[config.mk]
export PLATFORM = sky130hd
export DESIGN_NAME = hmt_ctrl
export DESIGN_NICKNAME = d
export VERILOG_FILES = /design/src/hmt_pkg.sv /design/src/hmt_ctrl.sv
export SDC_FILE = /design/constraint.sdc
export NUM_CORES = 1
export LEC_CHECK = 0
export ABC_AREA = 1
export BUFFER_PORTS_ARGS = -buffer_cell sky130_fd_sc_hd__buf_2
export CAP_MARGIN = 40
export CORE_MARGIN = 4
export CORE_UTILIZATION = 36
export CTS_CLUSTER_SIZE = 12
export DETAILED_ROUTE_END_ITERATION = 8
export PLACE_DENSITY = 0.63
export SETUP_SLACK_MARGIN = 0.5
export SYNTH_ARGS = -nofsm -noshare
export SYNTH_HDL_FRONTEND = slang
export SYNTH_SLANG_ARGS = --single-unit
[constraint.sdc]
create_clock -name i_mclk -period 3.7 [get_ports i_mclk]
set_clock_uncertainty 0.05 [all_clocks]
set_input_delay 0.37 -clock i_mclk [delete_from_list [all_inputs] [get_ports i_mclk]]
set_output_delay 0.37 -clock i_mclk [all_outputs]
set_load 0.02 [all_outputs]
[src/hmt_pkg.sv]
package hmt_pkg;
	localparam logic [7:0] ADDR_STATUS = 8'h20;
	localparam logic [7:0] ADDR_CMD = 8'h21;
	localparam logic [7:0] ADDR_MODE = 8'h22;
	localparam logic [7:0] ADDR_TIMER = 8'h23;
	localparam logic [7:0] ADDR_EXT = 8'h24;
	localparam logic [7:0] ADDR_TERM = 8'h30;
	localparam int CMD_STI = 4;
	localparam int MODE_FMS_HI = 7;
	localparam int MODE_FMS_LO = 5;
	localparam int MODE_TMD = 4;
	localparam int MODE_RAC = 3;
	localparam int TIM_CNT_HI = 7;
	localparam int TIM_CNT_LO = 5;
	localparam int TIM_VAL_HI = 4;
	localparam int STAT_TIN = 3;
	localparam int STAT_EXI = 0;
	localparam int TERM_TSF = 0;
	localparam int TERM_TLP = 1;
	localparam int TERM_WDA = 2;
	localparam int TERM_WDB = 3;
	localparam int EX_XMR = 7;
	localparam int EX_XDU = 6;
	localparam int EX_PCE = 5;
	localparam int EX_RFO = 4;
	localparam int EX_SOV = 3;
	localparam int EX_MOS = 2;
	localparam int EX_SAW = 1;
	localparam int EX_WOV = 0;
	localparam logic [7:0] SVC_GROUP = 8'hfc;
	localparam logic [7:0] SVC_MASK = 8'hfd;
	localparam logic [7:0] EP_GROUP = 8'hff;
	localparam logic [2:0] CNT_UNLIMITED = 3'h7;
	localparam logic [7:0] COLLISION_BYTES = 8'h20;
	localparam int TEST_UNIT_DCLK = 512;
	localparam int EXT_UNIT_DCLK = 16348;
	localparam int BASE_TIME_NS = 64000000;
	localparam int DCLK_NS = 160;
	localparam int NORMAL_UNIT_DCLK = BASE_TIME_NS / DCLK_NS;
	typedef enum logic [2:0] {
		FM_AUTO1 = 3'b000,
		FM_AUTO2 = 3'b001,
		FM_NAUTO1 = 3'b010,
		FM_NAUTO2 = 3'b011,
		FM_RSVD = 3'b100,
		FM_TRANS1 = 3'b101,
		FM_TRANS2 = 3'b110,
		FM_TRANS3 = 3'b111
	} hmt_fmode_t;
	typedef enum logic [1:0] {
		TM_IDLE = 2'b00,
		TM_LONG = 2'b01,
		TM_BASE = 2'b10
	} hmt_tstate_t;
	typedef struct packed {
		logic iframe_start;
		logic nak;
		logic ack;
		logic collision;
		logic underrun;
		logic [7:0] byte_count;
	} hmt_tx_ev_t;
	typedef struct packed {
		logic rnr;
		logic nr_bad;
		logic s_info;
		logic i_not_cmd;
		logic s_undef;
		logic frame_lost;
	} hmt_rx_ev_t;
	typedef struct packed {
		logic [7:0] endpoint_id_first;
		logic [7:0] endpoint_id_second;
		logic [7:0] service_id_first;
		logic [7:0] service_id_second;
	} hmt_ids_t;
endpackage

[src/hmt_ctrl.sv]
`timescale 1ns/100ps
// Behaviour
// - Mode 000: auto, one-byte address vs both endpoints, own first endpoint.
// - Mode 001: auto, two-byte address, own first service/endpoint pair.
// - 010/011 non-auto; 100 reserved; 101 low, 110 all, 111 high byte.
// - Service group FC/FE matches first byte besides programmed services.
// - Endpoint group FF matches endpoint byte besides programmed endpoints.
// - External timer: start command starts, timer register write stops.
// - Internal timer supervises auto-mode timeouts and retries.
// - Receiver enabled only while receiver activate bit is one.
// - Internal: poll per base period expiry up to retry count, then irq.
// - Internal auto-mode timer starts on I-frame send or RNR reception.
// - Internal timer stops on irq, register write, or acknowledgement.
// - Retry count up to 6; 7 means unlimited retries.
// - External: irq after 16348 times count data clocks plus base period.
// - External with count 7: irq after every base period, repeating.
// - Base period (value+1)*0.064 s, or 512*(value+1) clocks in test.
// - Repeat flag on auto-mode negative ack or late bus collision.
// - Underrun aborts frame with seven ones and sets underrun flag.
// - Repeat or underrun blocks transmissions until flags register read.
// - Auto-mode protocol errors set protocol error flag.
// - Frame lost on full receive queue is discarded, flag set.
// - Terminal functions on: wake pin falling edge sets wake flag.
// - Terminal functions on: missed watchdog kick sets flag, resets.
// - Any extended flag sets summary bit; only flags read clears it.
// - Start command starts timer; internal mode also sends a poll.
module hmt_ctrl #(
	parameter int NORMAL_DCLK = hmt_pkg::NORMAL_UNIT_DCLK,
	parameter int WDOG_CYCLES = 1048576
) (
	input wire logic i_mclk,
	input wire logic i_resetn,
	input wire logic [7:0] i_addr,
	input wire logic [7:0] i_wdata,
	input wire logic i_wr,
	input wire logic i_rd,
	output logic [7:0] o_rdata,
	input wire logic i_data_clock,
	input wire logic i_external_wake_pin,
	input wire hmt_pkg::hmt_tx_ev_t i_tx_ev,
	input wire hmt_pkg::hmt_rx_ev_t i_rx_ev,
	input wire logic i_sync_transfer_overflow,
	input wire logic i_monitor_change,
	input wire hmt_pkg::hmt_ids_t i_ids,
	input wire logic [7:0] i_addr_hi,
	input wire logic [7:0] i_addr_lo,
	output logic o_addr_accept,
	output logic o_addr_own,
	output logic o_auto_mode,
	output logic o_rx_enable,
	output logic o_tx_blocked,
	output logic o_send_abort,
	output logic o_discard_frame,
	output logic o_poll_cmd,
	output logic o_timer_expiry_irq,
	output logic o_extended_summary_flag,
	output logic o_wdog_reset
);
	localparam int WW = $clog2(WDOG_CYCLES + 1);
	logic [7:0] mode_reg, timer_reg, term_reg, ext_flags, next_rdata;
	logic [7:0] next_mode, next_timer, next_term, next_flags, flag_set;
	logic summary, next_summary, tin_flag, next_tin_flag;
	logic blocked, next_blocked, wd_armed, next_wd_armed, wd_fire;
	hmt_pkg::hmt_tstate_t tstate, next_tstate;
	logic [23:0] tcnt, next_tcnt, t1_load, long_load;
	logic [2:0] dclk_sync, wake_sync, retry, next_retry, cnt;
	logic poll, timer_expiry_irq, next_abort, next_discard, next_accept, next_own;
	logic [WW-1:0] wcnt, next_wcnt;
	logic mode_wr, timer_wr, term_wr, sti_wr, ext_rd, stat_rd;
	logic timer_mode_select, terminal_functions_enable, auto_md, dclk_edge, wake_fall, svc_hit;
	hmt_pkg::hmt_fmode_t fmode;
	function automatic logic ep_hit(input logic [7:0] b, hmt_pkg::hmt_ids_t d);
		ep_hit = b == d.endpoint_id_first || b == d.endpoint_id_second ||
			b == hmt_pkg::EP_GROUP;
	endfunction
	function automatic logic sv_eq(input logic [7:0] a, input logic [7:0] b);
		sv_eq = (a & hmt_pkg::SVC_MASK) == (b & hmt_pkg::SVC_MASK);
	endfunction
	assign svc_hit = sv_eq(i_addr_hi, i_ids.service_id_first) ||
		sv_eq(i_addr_hi, i_ids.service_id_second) ||
		sv_eq(i_addr_hi, hmt_pkg::SVC_GROUP);
	assign mode_wr = i_wr && i_addr == hmt_pkg::ADDR_MODE;
	assign timer_wr = i_wr && i_addr == hmt_pkg::ADDR_TIMER;
	assign term_wr = i_wr && i_addr == hmt_pkg::ADDR_TERM;
	assign sti_wr = i_wr && i_addr == hmt_pkg::ADDR_CMD &&
		i_wdata[hmt_pkg::CMD_STI];
	assign ext_rd = i_rd && i_addr == hmt_pkg::ADDR_EXT;
	assign stat_rd = i_rd && i_addr == hmt_pkg::ADDR_STATUS;
	assign fmode = hmt_pkg::hmt_fmode_t'(
		mode_reg[hmt_pkg::MODE_FMS_HI:hmt_pkg::MODE_FMS_LO]);
	assign timer_mode_select = mode_reg[hmt_pkg::MODE_TMD];
	assign auto_md = fmode == hmt_pkg::FM_AUTO1 || fmode == hmt_pkg::FM_AUTO2;
	assign terminal_functions_enable = term_reg[hmt_pkg::TERM_TSF];
	assign cnt = timer_reg[hmt_pkg::TIM_CNT_HI:hmt_pkg::TIM_CNT_LO];
	// The second and third stages feed the edge detectors
	assign dclk_edge = dclk_sync[1] && !dclk_sync[2];
	assign wake_fall = !wake_sync[1] && wake_sync[2];
	assign o_rx_enable = mode_reg[hmt_pkg::MODE_RAC];
	assign o_auto_mode = auto_md;
	assign o_tx_blocked = blocked;
	assign o_extended_summary_flag = summary;
	always_comb begin
		t1_load = 24'(term_reg[hmt_pkg::TERM_TLP] ? hmt_pkg::TEST_UNIT_DCLK
			: NORMAL_DCLK) * 24'(timer_reg[hmt_pkg::TIM_VAL_HI:0] + 6'h01);
		long_load = 24'(hmt_pkg::EXT_UNIT_DCLK) * 24'(cnt);
	end
	always_comb begin
		next_mode = mode_wr ? i_wdata : mode_reg;
		next_timer = timer_wr ? i_wdata : timer_reg;
		next_term = term_wr ? i_wdata : term_reg;
		next_rdata = o_rdata;
		if (i_rd) begin
			unique case (i_addr)
				hmt_pkg::ADDR_MODE: next_rdata = mode_reg;
				hmt_pkg::ADDR_TIMER: next_rdata = timer_reg;
				hmt_pkg::ADDR_EXT: next_rdata = ext_flags;
				hmt_pkg::ADDR_TERM: next_rdata = term_reg;
				hmt_pkg::ADDR_STATUS: begin
					next_rdata = 8'h00;
					next_rdata[hmt_pkg::STAT_TIN] = tin_flag;
					next_rdata[hmt_pkg::STAT_EXI] = summary;
				end
				default: next_rdata = 8'h00;
			endcase
		end
	end
	always_comb begin
		next_tstate = tstate;
		next_tcnt = tcnt;
		next_retry = retry;
		poll = 1'b0;
		timer_expiry_irq = 1'b0;
		// Register write, or acknowledgement in internal mode, stops the timer
		if (timer_wr || (timer_mode_select && i_tx_ev.ack)) begin
			next_tstate = hmt_pkg::TM_IDLE;
		end else if (sti_wr && !timer_mode_select) begin
			// Long phase first unless count is 0 or 7
			next_retry = 3'h0;
			if (cnt != 3'h0 && cnt != hmt_pkg::CNT_UNLIMITED) begin
				next_tstate = hmt_pkg::TM_LONG;
				next_tcnt = long_load;
			end else begin
				next_tstate = hmt_pkg::TM_BASE;
				next_tcnt = t1_load;
			end
		end else if (timer_mode_select && (sti_wr || (auto_md &&
				(i_tx_ev.iframe_start || i_rx_ev.rnr)))) begin
			next_tstate = hmt_pkg::TM_BASE;
			next_tcnt = t1_load;
			next_retry = 3'h0;
		end else if (dclk_edge && tstate != hmt_pkg::TM_IDLE) begin
			if (tcnt > 24'h000001) begin
				next_tcnt = tcnt - 24'h000001;
			end else if (tstate == hmt_pkg::TM_LONG) begin
				next_tstate = hmt_pkg::TM_BASE;
				next_tcnt = t1_load;
			end else if (timer_mode_select) begin
				// Retry with poll, irq after the last one
				if (cnt == hmt_pkg::CNT_UNLIMITED || retry < cnt) begin
					poll = 1'b1;
					next_tcnt = t1_load;
					if (cnt != hmt_pkg::CNT_UNLIMITED) begin
						next_retry = retry + 3'h1;
					end
				end else begin
					timer_expiry_irq = 1'b1;
					next_tstate = hmt_pkg::TM_IDLE;
				end
			end else begin
				// Count 7 keeps firing each base period
				timer_expiry_irq = 1'b1;
				next_tcnt = t1_load;
				if (cnt != hmt_pkg::CNT_UNLIMITED) begin
					next_tstate = hmt_pkg::TM_IDLE;
				end
			end
		end
	end
	// Watchdog: kick is a write with a=1,b=0 followed by a=0,b=1
	always_comb begin
		next_wd_armed = wd_armed;
		next_wcnt = wcnt + WW'(1);
		wd_fire = 1'b0;
		if (term_wr && i_wdata[hmt_pkg::TERM_WDA] &&
				!i_wdata[hmt_pkg::TERM_WDB]) begin
			next_wd_armed = 1'b1;
		end else if (term_wr && wd_armed && !i_wdata[hmt_pkg::TERM_WDA] &&
				i_wdata[hmt_pkg::TERM_WDB]) begin
			next_wd_armed = 1'b0;
			next_wcnt = '0;
		end
		if (!terminal_functions_enable) begin
			next_wcnt = '0;
			next_wd_armed = 1'b0;
		end else if (wcnt == WW'(WDOG_CYCLES - 1)) begin
			wd_fire = 1'b1;
			next_wcnt = '0;
		end
	end
	// Sticky flags; a set in the clearing cycle survives
	always_comb begin
		flag_set = 8'h00;
		flag_set[hmt_pkg::EX_XMR] = (auto_md && i_tx_ev.nak) ||
			(i_tx_ev.collision &&
			i_tx_ev.byte_count >= hmt_pkg::COLLISION_BYTES);
		flag_set[hmt_pkg::EX_XDU] = i_tx_ev.underrun;
		flag_set[hmt_pkg::EX_PCE] = auto_md && (i_rx_ev.nr_bad ||
			i_rx_ev.s_info || i_rx_ev.i_not_cmd || i_rx_ev.s_undef);
		flag_set[hmt_pkg::EX_RFO] = i_rx_ev.frame_lost;
		flag_set[hmt_pkg::EX_SOV] = i_sync_transfer_overflow;
		flag_set[hmt_pkg::EX_MOS] = i_monitor_change;
		flag_set[hmt_pkg::EX_SAW] = terminal_functions_enable && wake_fall;
		flag_set[hmt_pkg::EX_WOV] = wd_fire;
		// Bit order follows the layout above
		next_flags = (ext_rd ? 8'h00 : ext_flags) | flag_set;
		next_summary = (summary && !ext_rd) || |flag_set;
		next_blocked = (blocked && !ext_rd) ||
			flag_set[hmt_pkg::EX_XMR] || flag_set[hmt_pkg::EX_XDU];
		next_tin_flag = (tin_flag && !stat_rd) || timer_expiry_irq;
		next_abort = i_tx_ev.underrun;
		next_discard = i_rx_ev.frame_lost;
	end
	always_comb begin
		next_accept = 1'b0;
		next_own = 1'b0;
		unique case (fmode)
			hmt_pkg::FM_AUTO1, hmt_pkg::FM_NAUTO1: begin
				next_accept = ep_hit(i_addr_hi, i_ids);
				next_own = fmode == hmt_pkg::FM_AUTO1 &&
					i_addr_hi == i_ids.endpoint_id_first;
			end
			hmt_pkg::FM_AUTO2, hmt_pkg::FM_NAUTO2: begin
				next_accept = ep_hit(i_addr_lo, i_ids) && svc_hit;
				next_own = fmode == hmt_pkg::FM_AUTO2 &&
					sv_eq(i_addr_hi, i_ids.service_id_first) &&
					i_addr_lo == i_ids.endpoint_id_first;
			end
			hmt_pkg::FM_TRANS1: next_accept = ep_hit(i_addr_lo, i_ids);
			hmt_pkg::FM_TRANS2: next_accept = 1'b1;
			hmt_pkg::FM_TRANS3: next_accept = svc_hit;
			hmt_pkg::FM_RSVD: next_accept = 1'b0;
		endcase
	end
	always_ff @(posedge i_mclk or negedge i_resetn) begin
		if (!i_resetn) begin
			mode_reg <= 8'h00;
			timer_reg <= 8'h00;
			term_reg <= 8'h00;
			ext_flags <= 8'h00;
			o_rdata <= 8'h00;
			summary <= 1'b0;
			blocked <= 1'b0;
			tin_flag <= 1'b0;
			dclk_sync <= 3'h0;
			wake_sync <= 3'h7;
			tstate <= hmt_pkg::TM_IDLE;
			tcnt <= 24'h000000;
			retry <= 3'h0;
			wcnt <= '0;
			wd_armed <= 1'b0;
			o_addr_accept <= 1'b0;
			o_addr_own <= 1'b0;
			o_send_abort <= 1'b0;
			o_discard_frame <= 1'b0;
			o_poll_cmd <= 1'b0;
			o_timer_expiry_irq <= 1'b0;
			o_wdog_reset <= 1'b0;
		end else begin
			mode_reg <= next_mode;
			timer_reg <= next_timer;
			term_reg <= next_term;
			ext_flags <= next_flags;
			o_rdata <= next_rdata;
			summary <= next_summary;
			blocked <= next_blocked;
			tin_flag <= next_tin_flag;
			dclk_sync <= {dclk_sync[1:0], i_data_clock};
			wake_sync <= {wake_sync[1:0], i_external_wake_pin};
			tstate <= next_tstate;
			tcnt <= next_tcnt;
			retry <= next_retry;
			wcnt <= next_wcnt;
			wd_armed <= next_wd_armed;
			o_addr_accept <= next_accept;
			o_addr_own <= next_own;
			o_send_abort <= next_abort;
			o_discard_frame <= next_discard;
			o_poll_cmd <= poll || (timer_mode_select && sti_wr);
			o_timer_expiry_irq <= timer_expiry_irq;
			o_wdog_reset <= wd_fire;
		end
	end
endmodule

* Word level (Yosys, flattened, before mapping)
Cells that the tools add are included.
Storage, ports and cells: flip-flop bits (word level) 107, output and inout port bits 19, logic and storage cells 195
Cells by class: $add $sub $neg 4, $mul 2, magnitude comparators 3, equality and inequality tests 32, muxes and demuxes 56, bitwise gates (word level) 2, reduce and logical (&&, ||, !) cells 74
Operators by type and width (number):
- two-way mux 24 bit | 8
- two-way mux 21 bit | 4
- equality test 8 x 6 -> 1 bit (second input constant) | 6
- case mux 8 bit (5 select lines) | 1
- equality test 8 bit | 4
- logical AND 1 bit | 32
- greater-than comparator 24 x 1 -> 1 bit (second input constant) | 1
- multiplier 19 x 6 -> 24 bit | 1
- two-way mux 3 bit | 8
- subtractor 24 x 1 -> 24 bit (second input constant) | 1
- adder 21 x 1 -> 21 bit (second input constant) | 1
- equality test 21 x 20 -> 1 bit (second input constant) | 1
- two-way mux 1 bit | 21
- logical OR 1 bit | 20
- two-way mux 2 bit | 10
- two-way mux 19 bit | 1
- equality test 8 bit (second input constant) | 2
- equality test 3 bit (second input constant) | 5
- multiplier 12 x 3 -> 15 bit (first input constant) | 1
- nonzero test 3 bit | 5
- equality test 7 bit | 2
- != test 3 bit (second input constant) | 3
- greater-or-equal comparator 8 x 6 -> 1 bit (second input constant) | 1
- two-way mux 8 bit | 1
- other kinds (25) | 33

* Depth between registers and ports, before layout
word-level depth 11, gate-level depth with buffers 23

* Least setup slack after synthesis
Ideal clock, no wire load.
kind register -> register, from register timer_reg[0], to register tcnt[15], arrival time 3600 ps, data required time 3585 ps, slack -15 ps, cell stages (with the launch flop) 20, path buffers 0, clock period less this slack 3715 ps, path through dfrtp_1 -> ha_1 -> nand2_1 -> inv_1 -> nor3_1 -> ha_1 -> inv_1 -> fa_1 -> fa_1 -> inv_1 -> ha_1 -> nand3_1 -> nand3_1 -> xnor2_1 -> or2_2 -> nand2_1 -> nand2_1 -> nand2_1 -> nand2_1 -> nand2_1
Between the ends: longest elaborated chain between the ends 9
RTL lines:
- start, declared | line hmt_ctrl.sv:60 | logic [7:0] mode_reg, timer_reg, term_reg, ext_flags, next_rdata;
- start signal, assigned | line hmt_ctrl.sv:270 | timer_reg <= next_timer;
- adder 5 x 1 -> 6 bit * | line hmt_ctrl.sv:104 | : NORMAL_DCLK) * 24'(timer_reg[hmt_pkg::TIM_VAL_HI:0] + 6'h01);
- multiplier 19 x 6 -> 24 bit * | line hmt_ctrl.sv:104
- two-way mux 24 bit | line hmt_ctrl.sv:159 | if (cnt == hmt_pkg::CNT_UNLIMITED || retry < cnt) begin
- two-way mux 24 bit | line hmt_ctrl.sv:157 | end else if (timer_mode_select) begin
- two-way mux 24 bit | line hmt_ctrl.sv:154 | end else if (tstate == hmt_pkg::TM_LONG) begin
- two-way mux 24 bit | line hmt_ctrl.sv:152 | if (tcnt > 24'h000001) begin
- two-way mux 24 bit | line hmt_ctrl.sv:151 | end else if (dclk_edge && tstate != hmt_pkg::TM_IDLE) begin
- two-way mux 24 bit | line hmt_ctrl.sv:146 | end else if (timer_mode_select && (sti_wr || (auto_md &&
- two-way mux 24 bit * | line hmt_ctrl.sv:136 | end else if (sti_wr && !timer_mode_select) begin
- end signal, assigned | line hmt_ctrl.sv:280 | tcnt <= next_tcnt;
- end, declared | line hmt_ctrl.sv:65 | logic [23:0] tcnt, next_tcnt, t1_load, long_load;
Every way passes the cells marked *; elsewhere a longest branch is shown, timed or not. The select of a mux whose other input is x is not followed. A chain may end at the register's enable or synchronous reset.

* Worst setup path in the final report
from register timer_reg[1], to register tcnt[23]
Same word-level chain as after synthesis.

==> impl_metrics.prom <==
# TYPE chip_impl_metric gauge
chip_impl_metric{name="power.share.clock",unit="%"} 27.2
chip_impl_metric{name="timing.final.crit_share",unit="%"} 95.1
chip_impl_info{name="tritoncts",value="done"} 1
chip_impl_metric{name="cell_internal_pwr",unit="mW"} 2.27
chip_impl_metric{name="arr_time_crit_path",unit="ps"} 3720
chip_impl_info{name="hp-class",value="in2reg"} 1
chip_impl_metric{name="first_global_vias",unit=""} 7729
chip_impl_metric{name="floorplan.initialDensity",unit="%"} 36.8
chip_impl_metric{name="cts.clk_slew.worst_paths",unit="ps"} 80
chip_impl_metric{name="pin_count_of_the_biggest_net_entering_global_routing",unit=""} 60
chip_impl_info{name="result_of_the_run",value="finished clean"} 1
chip_impl_metric{name="floorplan.die_area",unit="sq um"} 25800
chip_impl_metric{name="synth_compound_area_share",unit="%"} 7.72
chip_impl_info{name="worst_path_most_repeated_cell",value="sky130_fd_sc_hd__nand3_2"} 1
chip_impl_info{name="synth_top_flop_cell",value="sky130_fd_sc_hd__dfrtp_1"} 1
chip_impl_metric{name="area_growth_syn_to_layout",unit="%"} 22.0
chip_impl_info{name="path_cells",value="ha_4 -> nand2_4 -> inv_4 -> nor3_4 -> ha_4 -> inv_2 -> fa_2 -> fa_1 -> inv_2 -> ha_4 -> buf_4 -> nand3_4 -> nand3_4 -> buf_4 -> buf_6 -> nand3_2 -> nand3_2 -> nand2_1 -> nand3_2 -> nand3_2 -> nand2_1"} 1
chip_impl_metric{name="via_count",unit=""} 7946
chip_impl_metric{name="cts.path.max_buffers",unit=""} 2
chip_impl_metric{name="drc_errors",unit=""} 0
chip_impl_info{name="rsz0062_at_grt",value="true"} 1
chip_impl_info{name="max_flop_register",value="tcnt"} 1
chip_impl_info{name="largest_registers",value="tcnt (24), wcnt (21)"} 1
chip_impl_info{name="yosysMostFrequentCell",value="sky130_fd_sc_hd__nand2_1"} 1
chip_impl_metric{name="boundaryPins",unit=""} 110
chip_impl_metric{name="synth_area",unit="sq um"} 8380
chip_impl_metric{name="yosys.area_share.simple",unit="%"} 34.7
chip_impl_info{name="cts_root_buf",value="sky130_fd_sc_hd__clkbuf_16"} 1
chip_impl_metric{name="seq_area",unit="sq um"} 2690
chip_impl_metric{name="routed_via_density",unit=""} 4.90
chip_impl_metric{name="drt-wirelength-per-cell",unit="um"} 14.1
chip_impl_metric{name="n_diodes",unit=""} 0
chip_impl_metric{name="route.final.wire_length",unit="mm"} 22.8
chip_impl_info{name="synth_top_family_by_area",value="simple AND/OR/NAND/NOR gates"} 1
chip_impl_metric{name="irDropWorstVdd",unit="uV"} 227
chip_impl_metric{name="detailedPlacementHpwl",unit="mm"} 17.6
chip_impl_metric{name="weighted_congestion_at_the_end_of_routability_driven_global_placement",unit=""} 0.915
chip_impl_metric{name="timing.critical_path.buf_inv",unit=""} 6
chip_impl_metric{name="power.net_switching",unit="mW"} 1.36
chip_impl_metric{name="syn_avg_cell_area",unit="sq um"} 7.15
chip_impl_metric{name="synth_top_area_share",unit="%"} 31.0
chip_impl_metric{name="timing_max_transition_violations_final",unit=""} 0
chip_impl_metric{name="worst_pin_slew",unit="ps"} 815
chip_impl_info{name="endpoint_kind",value="register"} 1
chip_impl_metric{name="drt-initial-drc-count",unit=""} 613
chip_impl_info{name="netlist.top_cell.by_area",value="sky130_fd_sc_hd__dfrtp_1"} 1
chip_impl_info{name="synth_commonest_cells",value="334 x sky130_fd_sc_hd__nand2_1, 136 x sky130_fd_sc_hd__inv_1, 107 x sky130_fd_sc_hd__nor2_1"} 1
chip_impl_metric{name="grt_antenna_before_repair",unit=""} 0
chip_impl_metric{name="worst_skew_pair.late_latency",unit="ps"} 370
chip_impl_metric{name="ys_seq_area_share",unit="%"} 32.0
chip_impl_metric{name="setup-tns-final",unit="ps"} 0
chip_impl_metric{name="slowest_delay",unit="ps"} 510
chip_impl_metric{name="synthDistinctLibCells",unit=""} 46
chip_impl_metric{name="cts-htree-levels",unit=""} 3
chip_impl_metric{name="yosys.area_share.adder",unit="%"} 10.1
chip_impl_metric{name="power_leakage",unit="nW"} 5.20
chip_impl_metric{name="drtAntennaViolNets",unit=""} 0
chip_impl_metric{name="globalRouteTotalUtil",unit="%"} 17.7
chip_impl_metric{name="multi_input_comb_area",unit="sq um"} 5470
chip_impl_info{name="crit_path_max_delay_family",value="adder cells"} 1
chip_impl_metric{name="final_net_count",unit=""} 1456
chip_impl_metric{name="clock-sinks",unit=""} 107
chip_impl_metric{name="reg2reg_setup_slack",unit="ps"} 180
chip_impl_metric{name="final_instance_area",unit="sq um"} 10200
chip_impl_metric{name="setup_viol",unit=""} 0
chip_impl_metric{name="post-layout-total-power",unit="mW"} 3.63
chip_impl_metric{name="final_period_minus_worst_setup_slack",unit="ps"} 3520
chip_impl_metric{name="postSynthNetCount",unit=""} 1327
chip_impl_info{name="startpoint_type",value="register"} 1
chip_impl_metric{name="share_seq_of_total_power",unit="%"} 43.6
chip_impl_metric{name="drv_cap",unit=""} 0
chip_impl_metric{name="worst-path-max-fanout",unit=""} 5
chip_impl_metric{name="placedInstanceArea",unit="sq um"} 9350
chip_impl_metric{name="post_synth_xor_area_fraction",unit="%"} 7.63
chip_impl_metric{name="die-height",unit="um"} 161
chip_impl_metric{name="layout.core_utilization",unit="%"} 44.9
chip_impl_metric{name="buffer_ports.inserted",unit=""} 102
chip_impl_metric{name="muxShareOfSynthArea",unit="%"} 0
chip_impl_metric{name="dpl_worst_slack",unit="ps"} 69.0
chip_impl_info{name="slowest_library_cell_on_the_worst_path",value="sky130_fd_sc_hd__fa_1"} 1
chip_impl_metric{name="clock.fmax",unit="MHz"} 284
chip_impl_metric{name="synth_warnings",unit=""} 0
chip_impl_metric{name="share_of_cells_above_drive_strength_1",unit="%"} 20.7
chip_impl_info{name="yosys-top-cells-area",value="sky130_fd_sc_hd__dfrtp_1 31%, sky130_fd_sc_hd__nand2_1 15%, sky130_fd_sc_hd__ha_1 8.2%, sky130_fd_sc_hd__inv_1 6.1%, sky130_fd_sc_hd__nand3_1 6.0%"} 1
chip_impl_metric{name="floorplan.rows",unit=""} 55
chip_impl_metric{name="power.density",unit="nW/um^2"} 355
chip_impl_metric{name="largest_reg_flops",unit=""} 24
chip_impl_metric{name="synth_register_bits",unit=""} 107
chip_impl_metric{name="filler_cell_count",unit=""} 2305
chip_impl_info{name="critical_path_class",value="reg2reg"} 1
chip_impl_metric{name="grt_overflow",unit=""} 0
chip_impl_metric{name="worstPathRequired",unit="ps"} 3900
chip_impl_metric{name="grt_first_pass_wirelength",unit="mm"} 38.0
chip_impl_metric{name="final_worst_setup_slack",unit="ps"} 183
chip_impl_metric{name="coreArea",unit="sq um"} 22800
chip_impl_metric{name="slew_headroom",unit="%"} 45.6
chip_impl_metric{name="tritoncts.num_buffers",unit=""} 9
chip_impl_metric{name="postSynthCellCount",unit=""} 1173
chip_impl_metric{name="die_w",unit="um"} 161
chip_impl_metric{name="combinationalPowerShare",unit="%"} 29.2
chip_impl_metric{name="drt_first_pass_iters",unit=""} 5
chip_impl_metric{name="report.final.hold_viol_count",unit=""} 0
chip_impl_metric{name="synth-edff-count",unit=""} 0
chip_impl_metric{name="ys_async_sr_fraction",unit="%"} 100
chip_impl_metric{name="switching_share",unit="%"} 37.4
[power by group through the flow]
stage	logic, mW	clock network [mW]	registers (mW)
floorplan	0.741	0	1.54
global placement	0.995	0	1.60
detailed placement	1.02	0	1.60
CTS	1.04	1.01	1.58
global route	1.22	1.05	1.62
finish	1.06	0.987	1.58
[cell families (layout without fill, tap and decap cells)]
| family | after synthesis | in the layout |
|---|---|---|
| buffers and inverters | 167 | 301 |
| AND/OR/NAND/NOR | 648 | 648 |
| XOR/XNOR | 73 | 73 |
| AO/OA/AOI/OAI | 115 | 115 |
| flip-flops | 107 | 107 |
| adder cells (fa/ha/maj) | 63 | 63 |
[layout make-up]
| cell class | count | area share (%) |
|---|---|---|
| multi-input combinational | 899 | 53.5 |
| sequential | 107 | 26.3 |
| timing repair buffer | 140 | 8.14 |
| inverter | 145 | 5.37 |
| tap | 313 | 3.83 |
| clock buffer | 10 | 2.24 |
| clock inverter | 6 | 0.636 |
[metal layers]
layer	wire [um]	part of all wire (%)	up-vias	track usage [%]
met3	925	4.1	31	2.03
met2	10600	47	172	28.9
met1	10800	47	3698	24.9
li1	-	-	4045	-
met5	0	0	-	0
met4	439	1.9	0	4.73
[repair_timing]
item,in CTS,in global routing
resized for setup,38,34
endpoints found under the hold margin,3,0
pin swaps,8,23
endpoints found under the setup margin,12,12
setup buffers,14,14
gates cloned,0,0
hold buffers,1,0
[per-stage QoR]
step	hold WS, ps	instances
after floorplan	24.4	1173
after global placement	286	1574
after detailed placement	151	1575
after CTS	42.1	1606
after global routing	48.1	1620
final	51.8	1620
[path summary, 6_finish.rpt]
check,end,cells past startpoint,from
hold reg to reg,dclk_sync[1],0,dclk_sync[0]
setup reg to reg,tcnt[23],21,timer_reg[1]
min in group asynchronous,tcnt[17],2,i_resetn
setup / recovery,tcnt[23],21,timer_reg[1]
hold / removal,wake_sync[0],1,i_external_wake_pin
max in group asynchronous,tcnt[4],4,i_resetn
[cells in the final DEF, fill, tap and decap left out, types with 14 or more instances in the layout]
cell	synthesis	routed
sky130_fd_sc_hd__buf_4	4	34
sky130_fd_sc_hd__nand3_1	100	91
sky130_fd_sc_hd__buf_2	3	101
sky130_fd_sc_hd__nor3_1	30	26
sky130_fd_sc_hd__inv_2	9	14
sky130_fd_sc_hd__inv_1	136	129
sky130_fd_sc_hd__o21ai_0	50	47
sky130_fd_sc_hd__xnor2_1	25	25
sky130_fd_sc_hd__nand2_1	334	324
sky130_fd_sc_hd__o21ai_1	11	14
sky130_fd_sc_hd__a21oi_1	29	25
sky130_fd_sc_hd__nor2_1	107	100
sky130_fd_sc_hd__xor2_1	48	46
sky130_fd_sc_hd__dfrtp_1	104	100
sky130_fd_sc_hd__nand4_1	22	22
sky130_fd_sc_hd__ha_4	0	16
sky130_fd_sc_hd__ha_1	55	37
Note: power is estimated with default switching activity, not from simulation.
